File: src/logic/wsc_defines.vh
`ifndef WSC_DEFINES_VH
`define WSC_DEFINES_VH

// register indices as printed; byte address is four times the index
`define WSC_CFG_IDX 14'h2007
`define WSC_OPT_IDX 14'h0081
`define WSC_CFG_ADDR {`WSC_CFG_IDX, 2'b00}
`define WSC_OPT_ADDR {`WSC_OPT_IDX, 2'b00}
`define WSC_STATUS_ADDR 16'h0000
`define WSC_IRQCTL_ADDR 16'h0004

`define WSC_CFG_RESET 8'hFF
`define WSC_OPT_RESET 8'hFF
`define WSC_IRQCTL_RESET 8'h00

// config word fields
`define WSC_CFG_WATCHDOG_ENABLE_FUSE 2
`define WSC_CFG_FOSC_HI 1
`define WSC_CFG_FOSC_LO 0
`define WSC_FOSC_RC 2'b11

// option register fields
`define WSC_OPT_PSA 3
`define WSC_OPT_PS_HI 2
`define WSC_OPT_PS_LO 0

// status fields
`define WSC_ST_TO 4
`define WSC_ST_PD 3

// interrupt control fields
`define WSC_IC_GIE 7
`define WSC_IC_PEIE 6
`define WSC_IC_INTE 4
`define WSC_IC_RBIE 3

`define WSC_IRQ_VECTOR 13'h0004
`define WSC_PC_ONE 13'h0001
`define WSC_PC_TWO 13'h0002

// oscillator start-up delay: 1024 oscillator periods
`define WSC_OST_OSC_PERIOD 1024
`define WSC_OSC_PERIOD_NS 8
`define WSC_CLK_NS 8
`define WSC_OST_CYCLES ((`WSC_OST_OSC_PERIOD * `WSC_OSC_PERIOD_NS + `WSC_CLK_NS - 1) / `WSC_CLK_NS)

`define WSC_RESP_OKAY 2'b00
`define WSC_RESP_SLVERR 2'b10

`endif

File: src/logic/wsc_top.v
`timescale 1ns/1ns
// Behaviour
// - watchdog counts ticks of its own rc oscillator, also while core sleeps
// - watchdog time-out while running gives a full device reset
// - watchdog time-out while asleep wakes the device without reset
// - any watchdog time-out clears the timeout flag
// - cleared watchdog enable fuse disables the watchdog entirely
// - one prescaler shared by timer and watchdog, assign bit and ratio field
// - clear-watchdog and sleep clear counter and assigned postscaler
// - clear-watchdog clears prescaler count only when assigned to watchdog, assignment unchanged
// - sleep clears watchdog, clears powerdown flag, sets timeout flag, oscillator off
// - port pins hold their drive state during sleep
// - wake on master clear, watchdog, int pin, port change, peripheral
// - master clear in sleep resets; other wake events resume execution
// - powerdown flag set at power-up, cleared when sleep takes effect
// - only clockless peripherals may wake the device from sleep
// - sleep prefetches the instruction at the next address
// - source wakes only if individually enabled, regardless of global enable
// - after wake run prefetched instruction, then vector to 0004h if enabled
// - enabled interrupt pending before sleep makes sleep a no-op
// - interrupt during or after sleep: finish sleep fully, then wake
// - crystal modes wait 1024 oscillator periods on wake; rc mode does not
// - interrupt entry pushes only the return address
// - global interrupt enable at bit 7, cleared on reset
`include "wsc_defines.vh"

module wsc_top (
   input wire core_clk_in,
   input wire rst_n_in,
   input wire [15:0] s_axi_awaddr_in,
   input wire s_axi_awvalid_in,
   output wire s_axi_awready_out,
   input wire [31:0] s_axi_wdata_in,
   input wire [3:0] s_axi_wstrb_in,
   input wire s_axi_wvalid_in,
   output wire s_axi_wready_out,
   output reg [1:0] s_axi_bresp_out,
   output reg s_axi_bvalid_out,
   input wire s_axi_bready_in,
   input wire [15:0] s_axi_araddr_in,
   input wire s_axi_arvalid_in,
   output wire s_axi_arready_out,
   output reg [31:0] s_axi_rdata_out,
   output reg [1:0] s_axi_rresp_out,
   output reg s_axi_rvalid_out,
   input wire s_axi_rready_in,
   input wire wdt_osc_in,
   input wire master_clear_pin_n_in,
   input wire clear_watchdog_instr_in,
   input wire sleep_instr_in,
   input wire irq_return_instr_in,
   input wire [12:0] pc_in,
   input wire int_flag_in,
   input wire rb_flag_in,
   input wire periph_irq_in,
   input wire periph_clockless_in,
   input wire tmr0_src_tick_in,
   output reg tmr0_inc_out,
   input wire [7:0] port_drive_in,
   input wire [7:0] port_oe_in,
   output reg [7:0] port_drive_out,
   output reg [7:0] port_oe_out,
   output reg device_reset_out,
   output wire sleeping_out,
   output reg osc_driver_en_out,
   output reg resume_out,
   output reg [12:0] prefetch_addr_out,
   output reg irq_vector_req_out,
   output wire [12:0] irq_vector_addr_out,
   output reg stack_push_out,
   output reg [12:0] stack_data_out,
   output reg sleep_nop_out
);

   localparam [4:0] ST_RUN = 5'b00001;
   localparam [4:0] ST_SLEEP = 5'b00010;
   localparam [4:0] ST_OST = 5'b00100;
   localparam [4:0] ST_RESUME = 5'b01000;
   localparam [4:0] ST_VECTOR = 5'b10000;
   localparam [31:0] OST_CYC32 = `WSC_OST_CYCLES;
   localparam [10:0] OST_LOAD = OST_CYC32[10:0] - 11'h001;

   reg [7:0] cfg_q;
   reg [7:0] opt_q;
   reg [7:0] irqctl_q;
   reg to_q;
   reg pd_q;
   reg [4:0] state_q;
   reg [10:0] ost_cnt_q;
   reg [7:0] wdt_cnt_q;
   reg [7:0] presc_q;
   reg vec_pend_q;
   reg [2:0] osc_sync_q;
   reg osc_lvl_q;
   reg [2:0] master_clear_pin_sync_q;
   reg master_clear_pin_lvl_q;

   // rc oscillator and master clear come from outside the core clock
   always @(posedge core_clk_in or negedge rst_n_in) begin
      if (!rst_n_in) begin
         osc_sync_q <= 3'b000;
         osc_lvl_q <= 1'b0;
         master_clear_pin_sync_q <= 3'b111;
         master_clear_pin_lvl_q <= 1'b1;
      end else begin
         osc_sync_q <= {osc_sync_q[1:0], wdt_osc_in};
         master_clear_pin_sync_q <= {master_clear_pin_sync_q[1:0], master_clear_pin_n_in};
         if (osc_sync_q[2] == osc_sync_q[1]) begin
            osc_lvl_q <= osc_sync_q[2];
         end
         if (master_clear_pin_sync_q[2] == master_clear_pin_sync_q[1]) begin
            master_clear_pin_lvl_q <= master_clear_pin_sync_q[2];
         end
      end
   end

   wire rc_tick = (osc_sync_q[2] == osc_sync_q[1]) & osc_sync_q[2] & ~osc_lvl_q;
   wire master_clear_pin_active = ~master_clear_pin_lvl_q;
   wire wdt_en = cfg_q[`WSC_CFG_WATCHDOG_ENABLE_FUSE];
   wire prescaler_assign = opt_q[`WSC_OPT_PSA];
   wire [2:0] ps_sel = opt_q[`WSC_OPT_PS_HI:`WSC_OPT_PS_LO];
   wire in_run = state_q[0];
   wire in_sleep = state_q[1];
   wire asleep = state_q[1] | state_q[2];
   wire global_irq_enable = irqctl_q[`WSC_IC_GIE];

   // watchdog ratio is 2^ps, timer ratio 2^(ps+1)
   wire [7:0] ps_mask = prescaler_assign ? ((8'h01 << ps_sel) - 8'h01) : ((8'h02 << ps_sel) - 8'h01);
   wire wdt_ovf = wdt_en & rc_tick & (&wdt_cnt_q);
   wire presc_src = prescaler_assign ? wdt_ovf : tmr0_src_tick_in;
   wire presc_done = presc_src & ((presc_q & ps_mask) == ps_mask);
   wire wdt_timeout = wdt_en & (prescaler_assign ? presc_done : wdt_ovf);

   // only clockless peripherals can request wake while asleep
   wire periph_ok = periph_irq_in & (~asleep | periph_clockless_in);
   wire irq_pend = (irqctl_q[`WSC_IC_INTE] & int_flag_in) |
                   (irqctl_q[`WSC_IC_RBIE] & rb_flag_in) |
                   (irqctl_q[`WSC_IC_PEIE] & periph_ok);

   wire dev_rst = master_clear_pin_active | (wdt_timeout & ~asleep);
   wire sleep_take = in_run & sleep_instr_in & ~irq_pend & ~dev_rst;
   wire sleep_nop = in_run & sleep_instr_in & irq_pend & ~dev_rst;
   wire clr_take = in_run & clear_watchdog_instr_in & ~dev_rst;
   wire wdt_clear = clr_take | sleep_take;
   wire rc_mode = cfg_q[`WSC_CFG_FOSC_HI:`WSC_CFG_FOSC_LO] == `WSC_FOSC_RC;

   assign sleeping_out = asleep;
   assign irq_vector_addr_out = `WSC_IRQ_VECTOR;

   // watchdog counter and shared prescaler
   always @(posedge core_clk_in or negedge rst_n_in) begin
      if (!rst_n_in) begin
         wdt_cnt_q <= 8'h00;
         presc_q <= 8'h00;
         tmr0_inc_out <= 1'b0;
      end else begin
         tmr0_inc_out <= prescaler_assign ? tmr0_src_tick_in : presc_done;
         if (wdt_clear || dev_rst || !wdt_en) begin
            wdt_cnt_q <= 8'h00;
         end else if (rc_tick) begin
            wdt_cnt_q <= wdt_cnt_q + 8'h01;
         end
         if (wdt_clear && prescaler_assign) begin
            presc_q <= 8'h00;
         end else if (dev_rst) begin
            presc_q <= 8'h00;
         end else if (presc_src) begin
            presc_q <= presc_done ? 8'h00 : presc_q + 8'h01;
         end
      end
   end

   // timeout and powerdown flags
   always @(posedge core_clk_in or negedge rst_n_in) begin
      if (!rst_n_in) begin
         to_q <= 1'b1;
         pd_q <= 1'b1;
      end else begin
         if (wdt_timeout) begin
            to_q <= 1'b0;
         end else if (master_clear_pin_active && asleep) begin
            to_q <= 1'b1;
         end else if (wdt_clear) begin
            to_q <= 1'b1;
         end
         if (sleep_take) begin
            pd_q <= 1'b0;
         end else if (clr_take || (wdt_timeout && !asleep)) begin
            pd_q <= 1'b1;
         end
      end
   end

   // sleep and wake sequencer
   always @(posedge core_clk_in or negedge rst_n_in) begin
      if (!rst_n_in) begin
         state_q <= ST_RUN;
         ost_cnt_q <= 11'h000;
         vec_pend_q <= 1'b0;
         device_reset_out <= 1'b0;
         osc_driver_en_out <= 1'b1;
         resume_out <= 1'b0;
         prefetch_addr_out <= 13'h0000;
         irq_vector_req_out <= 1'b0;
         stack_push_out <= 1'b0;
         stack_data_out <= 13'h0000;
         sleep_nop_out <= 1'b0;
         port_drive_out <= 8'h00;
         port_oe_out <= 8'h00;
      end else begin
         device_reset_out <= dev_rst;
         resume_out <= 1'b0;
         irq_vector_req_out <= 1'b0;
         stack_push_out <= 1'b0;
         sleep_nop_out <= sleep_nop;
         if (!asleep) begin
            port_drive_out <= port_drive_in;
            port_oe_out <= port_oe_in;
         end
         if (dev_rst) begin
            state_q <= ST_RUN;
            osc_driver_en_out <= 1'b1;
            vec_pend_q <= 1'b0;
         end else begin
            case (state_q)
               ST_RUN: begin
                  if (sleep_take) begin
                     prefetch_addr_out <= pc_in + `WSC_PC_ONE;
                     osc_driver_en_out <= 1'b0;
                     state_q <= ST_SLEEP;
                  end else if (global_irq_enable && irq_pend && !sleep_instr_in) begin
                     stack_data_out <= pc_in;
                     state_q <= ST_VECTOR;
                  end
               end
               ST_SLEEP: begin
                  // a wake already pending at entry is seen here, after sleep fully took effect
                  if (wdt_timeout || irq_pend) begin
                     vec_pend_q <= irq_pend & global_irq_enable;
                     osc_driver_en_out <= 1'b1;
                     ost_cnt_q <= OST_LOAD;
                     state_q <= rc_mode ? ST_RESUME : ST_OST;
                  end
               end
               ST_OST: begin
                  if (ost_cnt_q == 11'h000) begin
                     state_q <= ST_RESUME;
                  end else begin
                     ost_cnt_q <= ost_cnt_q - 11'h001;
                  end
               end
               ST_RESUME: begin
                  resume_out <= 1'b1;
                  stack_data_out <= prefetch_addr_out + `WSC_PC_ONE;
                  state_q <= vec_pend_q ? ST_VECTOR : ST_RUN;
                  vec_pend_q <= 1'b0;
               end
               ST_VECTOR: begin
                  irq_vector_req_out <= 1'b1;
                  stack_push_out <= 1'b1;
                  state_q <= ST_RUN;
               end
               default: begin
                  state_q <= ST_RUN;
               end
            endcase
         end
      end
   end

   // axi4-lite slave: address and data may arrive in either order
   reg aw_full_q;
   reg w_full_q;
   reg [15:0] aw_addr_q;
   reg [7:0] w_data_q;
   reg w_strb_q;

   assign s_axi_awready_out = ~aw_full_q;
   assign s_axi_wready_out = ~w_full_q;
   assign s_axi_arready_out = ~s_axi_rvalid_out;

   wire do_write = aw_full_q & w_full_q & ~s_axi_bvalid_out;
   wire wr_cfg = do_write & w_strb_q & (aw_addr_q == `WSC_CFG_ADDR);
   wire wr_opt = do_write & w_strb_q & (aw_addr_q == `WSC_OPT_ADDR);
   wire wr_ic = do_write & w_strb_q & (aw_addr_q == `WSC_IRQCTL_ADDR);
   wire wr_hit = (aw_addr_q == `WSC_CFG_ADDR) | (aw_addr_q == `WSC_OPT_ADDR) |
                 (aw_addr_q == `WSC_IRQCTL_ADDR) | (aw_addr_q == `WSC_STATUS_ADDR);

   always @(posedge core_clk_in or negedge rst_n_in) begin
      if (!rst_n_in) begin
         aw_full_q <= 1'b0;
         w_full_q <= 1'b0;
         aw_addr_q <= 16'h0000;
         w_data_q <= 8'h00;
         w_strb_q <= 1'b0;
         s_axi_bvalid_out <= 1'b0;
         s_axi_bresp_out <= `WSC_RESP_OKAY;
      end else begin
         if (s_axi_awvalid_in && !aw_full_q) begin
            aw_full_q <= 1'b1;
            aw_addr_q <= s_axi_awaddr_in;
         end
         if (s_axi_wvalid_in && !w_full_q) begin
            w_full_q <= 1'b1;
            w_data_q <= s_axi_wdata_in[7:0];
            w_strb_q <= s_axi_wstrb_in[0];
         end
         if (do_write) begin
            aw_full_q <= 1'b0;
            w_full_q <= 1'b0;
            s_axi_bvalid_out <= 1'b1;
            s_axi_bresp_out <= wr_hit ? `WSC_RESP_OKAY : `WSC_RESP_SLVERR;
         end else if (s_axi_bvalid_out && s_axi_bready_in) begin
            s_axi_bvalid_out <= 1'b0;
         end
      end
   end

   // software steers config, option and interrupt enables
   always @(posedge core_clk_in or negedge rst_n_in) begin
      if (!rst_n_in) begin
         cfg_q <= `WSC_CFG_RESET;
         opt_q <= `WSC_OPT_RESET;
         irqctl_q <= `WSC_IRQCTL_RESET;
      end else begin
         if (wr_cfg) begin
            cfg_q <= w_data_q;
         end
         if (wr_opt) begin
            opt_q <= w_data_q;
         end
         if (dev_rst) begin
            irqctl_q[`WSC_IC_GIE] <= 1'b0;
         end else if (state_q == ST_VECTOR) begin
            irqctl_q[`WSC_IC_GIE] <= 1'b0;
         end else if (irq_return_instr_in) begin
            irqctl_q[`WSC_IC_GIE] <= 1'b1;
         end else if (wr_ic) begin
            irqctl_q[`WSC_IC_GIE] <= w_data_q[`WSC_IC_GIE];
         end
         if (wr_ic) begin
            irqctl_q[`WSC_IC_PEIE] <= w_data_q[`WSC_IC_PEIE];
            irqctl_q[`WSC_IC_INTE] <= w_data_q[`WSC_IC_INTE];
            irqctl_q[`WSC_IC_RBIE] <= w_data_q[`WSC_IC_RBIE];
         end
      end
   end

   reg [7:0] rd_byte;
   reg rd_hit;
   always @* begin
      rd_byte = 8'h00;
      rd_hit = 1'b1;
      case (s_axi_araddr_in)
         `WSC_CFG_ADDR: rd_byte = cfg_q;
         `WSC_OPT_ADDR: rd_byte = opt_q;
         `WSC_IRQCTL_ADDR: rd_byte = irqctl_q & 8'hD8;
         `WSC_STATUS_ADDR: rd_byte = {3'b000, to_q, pd_q, 3'b000};
         default: rd_hit = 1'b0;
      endcase
   end

   always @(posedge core_clk_in or negedge rst_n_in) begin
      if (!rst_n_in) begin
         s_axi_rvalid_out <= 1'b0;
         s_axi_rdata_out <= 32'h0000_0000;
         s_axi_rresp_out <= `WSC_RESP_OKAY;
      end else begin
         if (s_axi_arvalid_in && !s_axi_rvalid_out) begin
            s_axi_rvalid_out <= 1'b1;
            s_axi_rdata_out <= {24'h00_0000, rd_byte};
            s_axi_rresp_out <= rd_hit ? `WSC_RESP_OKAY : `WSC_RESP_SLVERR;
         end else if (s_axi_rvalid_out && s_axi_rready_in) begin
            s_axi_rvalid_out <= 1'b0;
         end
      end
   end

endmodule

File: config.mk
export PLATFORM = sky130hd
export DESIGN_NAME = wsc_top
export DESIGN_NICKNAME = d
export VERILOG_FILES = /design/src/logic/wsc_top.v
export VERILOG_INCLUDE_DIRS = /design/src /design/src/logic
export SDC_FILE = /design/constraint.sdc
export NUM_CORES = 1
export LEC_CHECK = 0
export ABC_AREA = 1
export BUFFER_PORTS_ARGS = -buffer_cell sky130_fd_sc_hd__buf_2
export CELL_PAD_IN_SITES_DETAIL_PLACEMENT = 0
export CELL_PAD_IN_SITES_GLOBAL_PLACEMENT = 1
export CORE_AREA = 2 2 155 157
export DETAILED_ROUTE_END_ITERATION = 10
export DIE_AREA = 0 0 157 159
export PLACE_DENSITY_LB_ADDON = 0.1
export SETUP_SLACK_MARGIN = 0.02
export SLEW_MARGIN = 10
export SYNTH_ARGS = -nofsm -noshare
export SYNTH_HDL_FRONTEND = slang
export SYNTH_SLANG_ARGS = --single-unit
File: constraint.sdc
create_clock -name core_clk_in -period 7.3 [get_ports core_clk_in]
set_input_delay 0 -clock core_clk_in [delete_from_list [all_inputs] [get_ports core_clk_in]]
set_output_delay 0 -clock core_clk_in [all_outputs]
set_load 0.01 [all_outputs]
After elaboration in Yosys (flattened, before gate mapping)
Index checks and enable logic that the tools add are counted.
{ "word_totals": {"out_inout_bits": 104, "inputBits": 114, "regBits": 152} }
{ "classes": {"n_reduce_logical": 44, "n_shift": 2, "n_mux": 56, "n_bitwise": 44, "eq_ne": 23, "n_addsub": 7} }
{ "ops": {"columns": ["cell", "count"], "rows": [
  ["$mux W8", 7],
  ["$eq A16 B10 Y1 const B", 2],
  ["$eq A16 B16 Y1 const B", 2],
  ["$eq A16 B3 Y1 const B", 2],
  ["$logic_not A16 Y1", 2],
  ["$pmux W8 S4", 1],
  ["$mux W1", 30],
  ["$mux W5", 6],
  ["$add A13 B1 Y13 const B", 2],
  ["$mux W13", 2],
  ["$pmux W13 S2", 1],
  ["$and A1 B1 Y1", 25],
  ["$mux W11", 2],
  ["$pmux W11 S2", 1],
  ["$pmux W5 S4", 1],
  ["$add A8 B1 Y8 const B", 2],
  ["$reduce_bool A2 Y1", 8],
  ["$sub A8 B1 Y8 const B", 2],
  ["$reduce_bool A3 Y1", 4],
  ["$logic_not A11 Y1", 1],
  ["$sub A11 B1 Y11 const B", 1],
  ["$logic_and A1 B1 Y1", 10],
  ["$ne A3 B3 Y1 const B", 3],
  ["$not A1 Y1", 9],
  ["25 further kinds", 50]
]} }

Logic depth before layout (Yosys ltp)
Gate-level depths: netlist of run 1.
{ "logic_depth": {"depth_word": 17, "ltp_mapped": 21} }

Worst setup path after synthesis of run 1
OpenSTA, ideal clock, no wires.
{ "synth_path": {"path_type": "register to register", "startpoint": "register opt_q[0]", "endpoint": "register ost_cnt_q[8]", "t_required_ns": 7.181, "setup_time_ns": 0.119, "stages_incl_launch_ff": 18, "setup_slack_ns": 4.615, "t_arrival_ns": 2.566, "period_less_slack_ns": 2.685, "n_path_buf": 2, "cell_sequence": "dfstp_2 -> inv_1 -> ha_1 -> nand3_1 -> ha_1 -> inv_1 -> a21oi_2 -> nand2_1 -> a21oi_1 -> nor2_2 -> nand3_4 -> nand2_4 -> nand3_4 -> nand2_4 -> buf_6 -> nor2_8 -> buf_6 -> o21ai_2"} }
{ "synth_between": {"elab_chain_cells": 12, "elab_cells_between_ends": 16} }
{ "synth_lines": {"columns": ["element", "line", "source"], "rows": [
  ["start: declaration", "wsc_top.v:84", "reg [7:0] opt_q;"],
  ["start signal: assignment", "wsc_top.v:323", "opt_q <= `WSC_OPT_RESET;"],
  ["start signal: assignment", "wsc_top.v:330", "opt_q <= w_data_q;"],
  ["$shl A2 B3 Y8 or $shl A1 B3 Y8 (tied branches)", "wsc_top.v:128", "wire [7:0] ps_mask = prescaler_assign ? ((8'h01 << ps_sel) - 8'h01) : ((8'h02 << ps_sel) - 8'h01);"],
  ["$sub A8 B1 Y8", "wsc_top.v:128", null],
  ["$mux W8 *", "wsc_top.v:128", null],
  ["$and A8 B8 Y8", "wsc_top.v:131", "wire presc_done = presc_src & ((presc_q & ps_mask) == ps_mask);"],
  ["$eq A8 B8 Y1 *", "wsc_top.v:131", null],
  ["$and A1 B1 Y1 *", "wsc_top.v:131", null],
  ["$mux W1 *", "wsc_top.v:132", "wire wdt_timeout = wdt_en & (prescaler_assign ? presc_done : wdt_ovf);"],
  ["$and A1 B1 Y1 *", "wsc_top.v:132", null],
  ["$and A1 B1 Y1 *", "wsc_top.v:140", "wire dev_rst = master_clear_pin_active | (wdt_timeout & ~asleep);"],
  ["$or A1 B1 Y1 *", "wsc_top.v:140", null],
  ["named net dev_rst", "wsc_top.v:140", null],
  ["$not A1 Y1 (no line) *", null, null],
  ["$reduce_and A4 Y1 (no line) *", null, null],
  ["end signal: assignment", "wsc_top.v:249", "ost_cnt_q <= ost_cnt_q - 11'h001;"],
  ["end: declaration", "wsc_top.v:89", "reg [10:0] ost_cnt_q;"]
]} }
The timed path passes the listed nets; every way through them passes the cells marked *.
A chain may end at the register's enable or synchronous reset.

Final worst setup path of run 1
{ "layout_path": {"startpoint": "register opt_q[0]", "endpoint": "register stack_data_out[2]"} }
{ "layout_between": {"elab_chain_cells": 14, "elab_cells_between_ends": 16} }
{ "layout_lines": {"columns": ["element", "line", "source"], "rows": [
  ["$shl A2 B3 Y8 or $shl A1 B3 Y8 (tied branches)", "wsc_top.v:128", null],
  ["$sub A8 B1 Y8", "wsc_top.v:128", null],
  ["$mux W8 *", "wsc_top.v:128", null],
  ["$and A8 B8 Y8", "wsc_top.v:131", null],
  ["$eq A8 B8 Y1 *", "wsc_top.v:131", null],
  ["$and A1 B1 Y1 *", "wsc_top.v:131", null],
  ["$mux W1 *", "wsc_top.v:132", null],
  ["$and A1 B1 Y1 *", "wsc_top.v:132", null],
  ["$and A1 B1 Y1 *", "wsc_top.v:140", null],
  ["$or A1 B1 Y1 *", "wsc_top.v:140", null],
  ["$not A1 Y1 (no line) *", null, null],
  ["$and A1 B1 Y1", "wsc_top.v:141", "wire sleep_take = in_run & sleep_instr_in & ~irq_pend & ~dev_rst;"],
  ["$ne A2 B2 Y1 (no line)", null, null],
  ["$reduce_and A4 Y1 (no line) *", null, null],
  ["end signal: assignment", "wsc_top.v:232", "stack_data_out <= pc_in;"],
  ["end signal: assignment", "wsc_top.v:254", "stack_data_out <= prefetch_addr_out + `WSC_PC_ONE;"],
  ["end: declaration", "wsc_top.v:71", "output reg [12:0] stack_data_out,"]
]} }
Every way passes the cells marked *; elsewhere a longest branch is shown, timed or not.

==> results of run 1 <==
[power breakdown]
| group | switching (mW) | total (mW) | leakage [nW] | internal, mW |
|---|---|---|---|---|
| logic | 0.513 | 0.839 | 2.83 | 0.326 |
| registers | 0.153 | 1.22 | 1.80 | 1.06 |
| clock network | 0.366 | 0.953 | 0.310 | 0.587 |
| total | 1.03 | 3.01 | 4.94 | 1.98 |
[Yosys cell counts (11+ instances only)]
master | instances | area [um2]
nor3_1 | 19 | 95.1
a21oi_1 | 25 | 125
dfstp_2 | 24 | 631
nor2_1 | 82 | 308
xor2_1 | 26 | 228
nand4_1 | 11 | 68.8
buf_4 | 42 | 315
inv_1 | 108 | 405
o21ai_0 | 65 | 325
nand2_2 | 12 | 75.1
nand3_1 | 72 | 360
mux2_2 | 12 | 135
o21ai_2 | 13 | 114
nand2_1 | 241 | 905
dfrtp_1 | 126 | 3150
[flip-flops by register name (all words and copies together) (netlist names), 8 cells and up]
| name | flops |
|---|---|
| s_axi_rdata_out | 8 |
| port_oe_out | 8 |
| opt_q | 8 |
| stack_data_out | 13 |
| port_drive_out | 8 |
| aw_addr_q | 16 |
| prefetch_addr_out | 13 |
| wdt_cnt_q | 8 |
| cfg_q | 8 |
| ost_cnt_q | 11 |
| presc_q | 8 |
| w_data_q | 8 |
[cell type report]
class / count / area (um2) / area share
Timing Repair Buffer: 217 / 1410 / 0.139
Multi-Input combinational cell: 687 / 3530 / 0.347
Clock inverter: 13 / 196 / 0.0193
Sequential cell: 150 / 3780 / 0.371
Tap cell: 319 / 399 / 0.0391
Inverter: 113 / 429 / 0.0421
Clock buffer: 19 / 443 / 0.0434
[layer usage]
metal,vias to the layer above,routed length [um],share of wire
met5,-,0,0
met1,3085,9290,0.47
met2,103,9850,0.49
li1,3477,-,-
met3,12,584,0.029
met4,0,222,0.011
[critical path: cells and delay by family, from the launching register on]
| kind | cells | cell delay (ns) |
|---|---|---|
| and+or+nand+nor | 10 | 1.44 |
| adders and majority gates | 2 | 0.59 |
| DFF | 1 | 0.54 |
| buffers and inverters | 3 | 0.34 |
| AOI/OAI and AO/OA | 2 | 0.32 |
[kinds of logic (layout without fill, tap and decap cells)]
kind of cell | Yosys count | in the layout | synth area share
AO/OA/AOI/OAI | 121 | 121 | 0.0860
XOR/XNOR | 33 | 33 | 0.0359
adder cells (fa/ha/maj) | 10 | 10 | 0.0152
buffers and inverters | 176 | 362 | 0.109
flip-flops | 150 | 150 | 0.470
multiplexers | 13 | 13 | 0.0180
other | 2 | 39 | 0.000933
AND/OR/NAND/NOR | 471 | 471 | 0.265
[metrics by stage]
stage / setup slack [ns] / utilization / instance area, um2 / total power, mW / hold WS [ns]
final: 3.97 / 0.440 / 10200 / 3.01 / 0.00408
after floorplan: 4.62 / - / 8190 / 1.77 / -0.296
after global routing: 3.50 / 0.440 / 10200 / 3.23 / 0.0754
after detailed placement: 3.90 / 0.385 / 8940 / 2.06 / 0.108
after CTS: 3.90 / 0.440 / 10200 / 3.06 / 0.00311
after global placement: 3.90 / 0.385 / 8940 / 2.05 / 0.107
[final timing paths]
kind | start | end | slack [ns] | cells past startpoint
setup / recovery | opt_q[0]$_DFFE_PN1P_ | stack_data_out[2]$_DFFE_PN0P_ | 3.97 | 17
hold / removal | clear_watchdog_instr_in | pd_q$_DFFE_PN1P_ | 0.004 | 5
setup reg to reg | opt_q[0]$_DFFE_PN1P_ | stack_data_out[2]$_DFFE_PN0P_ | 3.97 | 17
hold reg to reg | master_clear_pin_sync_q[0]$_DFF_PN1_ | master_clear_pin_sync_q[1]$_DFF_PN1_ | 0.36 | 0
max in group asynchronous | rst_n_in | prefetch_addr_out[3]$_DFFE_PN0P_ | 5.75 | 3
min in group asynchronous | rst_n_in | s_axi_rvalid_out$_DFFE_PN0P_ | 0.18 | 2
[layout by cell type, fill, tap and decap left out, drive strengths merged, types with 3 or more instances in the layout]
| cell type | instances |
|---|---|
| nor3b | 3 |
| nand3 | 77 |
| a21oi | 26 |
| nor3 | 19 |
| clkbuf | 19 |
| o21ai | 82 |
| nor4 | 9 |
| nand4 | 12 |
| buf | 155 |
| inv | 115 |
| conb | 39 |
| dlygate4sd3 | 62 |
| dfstp | 24 |
| dfrtp | 126 |
| nand2 | 257 |
| xor2 | 26 |
| nor2 | 87 |
| mux2 | 12 |
| ha | 9 |
| bufinv | 4 |
| xnor2 | 7 |
| nand3b | 3 |
| clkinv | 6 |
[timing repair]
item / in CTS / in global routing
hold buffers: 62 / 0
buffers inserted: 0 / 0
endpoints found under the hold margin: 137 / 0
==> key figures, run 1 <==
Global route
  • Global route overflow: 0
  • First-pass GRT wire length: 33300 um
  • Vias in the first global route: 6576
  • Routing usage on met1: 0.216
  • Grt met2 use: 0.281
  • Initial antenna violation count: 0
  • Overall Global Routing Usage: 0.167
  • GR Layer Usage met3: 0.0348
  • GRT busiest layer: met2
  • Largest net degree at the start of global routing: 85

Critical path
  • Crit-path most repeated cell: nand2_1
  • Cell Chain, Critical Path: inv_1, ha_1, nand3_1, ha_1, inv_1, a21oi_2, nand2_1, a21oi_1, nor2_2, nand3_4, nand2_4, nand3_4, nand2_4, nor2_2, inv_2, nand2_1, nand2_1
  • Setup CP Type: reg2reg
  • Worst Path Max Fanout: 14
  • Required time worst endpoint: 7.61 ns
  • CP endpoint kind: register
  • Worst Path Arrival: 3.64 ns
  • Slowest stage delay, CP: 0.54 ns
  • Max stage delay cell, worst path: dfstp_2
  • Crit path launch type: register

Final layout
  • Layout cell share with drive strength beyond 1: 0.225
  • Area Growth Syn to Fin: 26.7%
  • Nets: 1309
  • ANT cells: 0
  • Finished Layout Cells: 1518
  • Fillers: 2380

Die
  • Io pins: 218
  • Initial Util: 0.347
  • Die footprint: 0.0250 mm2
  • CORE AREA: 0.0232 mm2
  • Row count: 56
  • Die H: 159 um
  • Die X: 157 um

Timing
  • Worst-Margin Slew: 0.864 ns
  • Fmax: 0.300 GHz
  • Min cycle time layout: 3.33 ns
  • RSZ-0062 raised after global routing: false
  • Final period util: 0.456
  • Final Hold Viols: 0
  • Final setup viols: 0
  • Slew Viols, Final: 0
  • Slew headroom: 0.424
  • Setup TNS Final: 0 ns
  • Worst clock skew: 0.0207 ns

Logic synthesis
  • Gate count after technology mapping: 976
  • Post-synth ARST share: 1.00
  • Post-Syn Area: 0.00805 mm2
  • Synth warn: 0
  • Synth Register Bits: 150
  • Sequential fraction of the synthesis area: 0.470
  • Unique cell type count in the Yosys netlist: 55
  • Mean Syn Cell Area: 8.25 um2
  • EDFF count, synth: 0
  • Post-synth top flop: dfrtp_1

Worst hold path
  • Hold Crit Class: in2reg

Route
  • DRC: 0
  • DRT iter0 DRCs: 333
  • Drt wl/cell: 13.1 um
  • Vias: 6677
  • Antenna-violating nets left: 0
  • Drt total wl: 19900 um
  • Vias per cell: 4.40
  • Drt pass-1 iters: 4

Power
  • P per Cell Area: 295 mW/mm2
  • Worst IR drop on VDD: 121 uV
  • LEAKAGE: 4.94 nW

CTS
  • Clock Sinks: 150
  • Post-CTS sizing: 0
  • Worst skew pair latency: 0.43 ns
  • H-Tree Depth: 4
  • Max Root-Sink Buffers: 2
  • TritonCTS clock tree: yes
  • Clock root buffer: clkbuf_16
  • CTS buffer count: 17
  • Worst-path clk slew: 0.06 ns

Job
  • Max-Cap Viols: 0

Run status
  • Status: complete, no violations

Placed design
  • DP HPWL: 14200 um
  • Gpl congestion: 0.774
  • Placed cell count: 1424
  • Buffers on Ports: 151
Note: power is estimated with default switching activity, not from simulation.
==> run 2: changes to the inputs <==
Clock period 7.3 ns to 2.9 ns, I/O delays scaled along.
==> key figures, run 2 (synthesized netlist as in run 1, its figures left out) <==
Global route
  • First-pass GRT wire length: 33100 um (-0.50%)
  • Overall Global Routing Usage: 0.166 (-0.000672)
  • Vias in the first global route: 6552 (-0.36%)
  • Initial antenna violation count: 0 (unchanged)
  • Largest net degree at the start of global routing: 71 (-16%)
  • Global route overflow: 0 (unchanged)

Critical path
  • Crit path launch type: register
  • Reg2Reg Depth: 15 (-2)
  • Required time worst endpoint: 3.18 ns (-4.43 ns)
  • RR Endpoint: presc_q[7]$_DFFE_PN0P_
  • Worst Path Arrival: 2.98 ns (-0.66 ns)
  • Worst Path Max Fanout: 8 (-6)
  • Max stage delay cell, worst path: dfstp_2
  • Slowest stage delay, CP: 0.54 ns (about the same)
  • R2R Setup Slk: 0.21 ns (-3.76 ns)
  • RR Startpoint: opt_q[0]$_DFFE_PN1P_
  • Cell Chain, Critical Path: inv_1, ha_4, nand3_2, ha_2, nor2_1, a21oi_1, nand3_1, nor2_2, nand3_4, nand2_4, nand3_4, nand2_8, inv_2, o21ai_2, nor2_1
  • CP endpoint kind: register
  • Crit path depth: 15 (-2)
  • WP buf/inv: 2 (-1)
  • Setup CP Type: reg2reg
  • Cell family with most CP delay: simple AND/OR/NAND/NOR gates

Final layout
  • Most common cell after layout, fill and taps aside: nand2_1
  • ANT cells: 0 (unchanged)
  • Nets: 1332 (+1.8%)
  • Largest registers: aw_addr_q x16, prefetch_addr_out x13, stack_data_out x13
  • Layout cell share with drive strength beyond 1: 0.241 (+0.0162)
  • Commonest cells after routing, fill and taps aside: 239 x nand2_1, 150 x buf_2, 126 x dfrtp_1
  • Largest Register: aw_addr_q
  • Max reg flops: 16 (unchanged)
  • Area Growth Syn to Fin: 29.3%

Job
  • Max-Cap Viols: 0 (unchanged)

Route
  • DRT met1 WL: 9790 um (+5.3%)
  • WL met2: 9480 um (-3.7%)
  • Max layer used: met4
  • Drt pass-1 iters: 5 (+1)
  • DRT iter0 DRCs: 325 (-2.4%)
  • Vias: 6762 (+1.3%)
  • Antenna-violating nets left: 0 (unchanged)
  • Vias per cell: 4.39 (-0.24%)
  • Drt total wl: 20100 um (+0.96%)
  • Met3 wire length: 588 um (+0.68%)
  • DRC: 0 (unchanged)
  • Drt wl/cell: 13.1 um (-0.54%)

Timing
  • RSZ-0062 raised after global routing: false
  • Setup TNS Final: 0 ns (unchanged)
  • Final setup viols: 0 (unchanged)
  • PnR worst setup slack: 0.209 ns (-3.76 ns)
  • Slew headroom: 0.493 (+0.0689)
  • Final Hold Viols: 0 (unchanged)
  • Fmax: 0.372 GHz (+24%)
  • Slew Viols, Final: 0 (unchanged)
  • Min cycle time layout: 2.69 ns (-0.641 ns)
  • Worst clock skew: 0.00949 ns (-0.0112 ns)
  • Worst-Margin Slew: 0.759 ns (-0.105 ns)
  • Final period util: 0.928 (+0.471)

CTS
  • CTS buffer count: 17 (unchanged)
  • Max Root-Sink Buffers: 2 (unchanged)
  • Clock Sinks: 150 (unchanged)
  • Worst-path clk slew: 0.06 ns (about the same)
  • Worst skew pair latency: 0.42 ns (about the same)
  • H-Tree Depth: 4 (unchanged)
  • TritonCTS clock tree: yes
  • Clock root buffer: clkbuf_16

Die
  • Row count: 56 (unchanged)
  • Die X: 157 um (unchanged)
  • Die footprint: 0.0250 mm2 (unchanged)
  • Io pins: 218 (unchanged)
  • Initial Util: 0.347 (unchanged)
  • CORE AREA: 0.0232 mm2 (unchanged)
  • Die H: 159 um (unchanged)

Worst hold path
  • Hold Crit Depth: 6 (+1)
  • HP Start: s_axi_araddr_in[2]
  • Worst Hold Endpoint: s_axi_rdata_out[4]$_DFFE_PN0P_
  • Hold Crit Class: in2reg

Placed design
  • DP HPWL: 14500 um (+1.9%)
  • Pre-CTS setup slack: 0.148 ns (-3.75 ns)
  • Buffers on Ports: 151 (unchanged)
  • Gpl congestion: 0.800 (+3.2%)

Power
  • LEAKAGE: 5.05 nW (+2.3%)
  • P per Cell Area: 717 mW/mm2 (+140%)
  • Worst IR drop on VDD: 340 uV (+180%)

Run status
  • Status: complete, no violations
==> run 2: cell types whose count changed in the layout (fill, tap and decap cells not counted), moves of 2 or more <==
| cell | previous run | this run |
|---|---|---|
| buf_12 | 0 | 4 |
| buf_4 | 4 | 21 |
| bufinv_16 | 4 | 2 |
| clkbuf_1 | 1 | 3 |
| clkinv_2 | 1 | 6 |
| clkinv_4 | 4 | 1 |
| ha_1 | 9 | 7 |
| inv_6 | 2 | 0 |
| nand2_1 | 241 | 239 |
| nand2_2 | 12 | 14 |
==> run 2: worst register-to-register path, cell delays in order (launching register included) <==
cell     delay (ns)
dfstp_2        0.54
inv_1          0.08
ha_4           0.27
nand3_2        0.11
ha_2           0.34
nor2_1         0.04
a21oi_1        0.11
nand3_1        0.10
nor2_2         0.14
nand3_4        0.10
nand2_4        0.08
nand3_4        0.14
nand2_8        0.17
inv_2          0.08
o21ai_2        0.17
nor2_1         0.08
==> run 2: repair_timing <==
item / 4_1_cts / 5_1_grt
setup buffers: 0 / 4
endpoints found under the hold margin: 133 / 0
setup endpoints to repair: 0 / 43
resized for setup: 0 / 10
hold buffers: 63 / 0
==> run 2: final cells by class <==
type                            count  area, um2
Timing Repair Buffer              240       1640
Sequential cell                   150       3780
Clock buffer                       22        464
Clock inverter                     10        106
Tap cell                          319        399
Multi-Input combinational cell    687       3580
Inverter                          113        432
Fill cell                        2420      12800
==> run 2: through the flow <==
| step | instance area [um2] | total power [mW] | utilization | hold WS [ns] | cells |
|---|---|---|---|---|---|
| global placement | 9120 | 5.25 | 0.393 | 0.0771 | 1442 |
| floorplan | 8190 | 4.45 | - | -0.296 | 1013 |
| CTS | 10300 | 7.56 | 0.445 | 0.0497 | 1537 |
| finish | 10400 | 7.46 | 0.449 | 0.0567 | 1541 |
| global route | 10400 | 8.01 | 0.449 | 0.0908 | 1541 |
| detailed placement | 9120 | 5.27 | 0.393 | 0.0798 | 1442 |
==> run 2: power breakdown <==
group	switching, mW	internal (mW)	leakage (nW)
sequential	0.386	2.68	1.80
combinational	1.33	0.897	2.97
clock	0.871	1.31	0.283
total	2.58	4.88	5.05
==> run 2: how the worst max path moves through the flow <==
stage,start,to,slack [ns]
floorplan,opt_q[0]$_DFFE_PN1P_,ost_cnt_q[8]$_DFFE_PN0P_,0.22
global placement,opt_q[0]$_DFFE_PN1P_,ost_cnt_q[0]$_DFFE_PN0P_,0.16
detailed placement,opt_q[0]$_DFFE_PN1P_,ost_cnt_q[1]$_DFFE_PN0P_,0.15
CTS,opt_q[0]$_DFFE_PN1P_,ost_cnt_q[0]$_DFFE_PN0P_,0.13
global route,opt_q[0]$_DFFE_PN1P_,presc_q[4]$_DFFE_PN0P_,0.003
finish,opt_q[0]$_DFFE_PN1P_,presc_q[7]$_DFFE_PN0P_,0.21
==> run 2: per-layer routing <==
metal,vias up,global-route usage
met5,-,0
met4,0,0.0467
met3,20,0.0346
met2,105,0.274
met1,3115,0.221
li1,3522,-
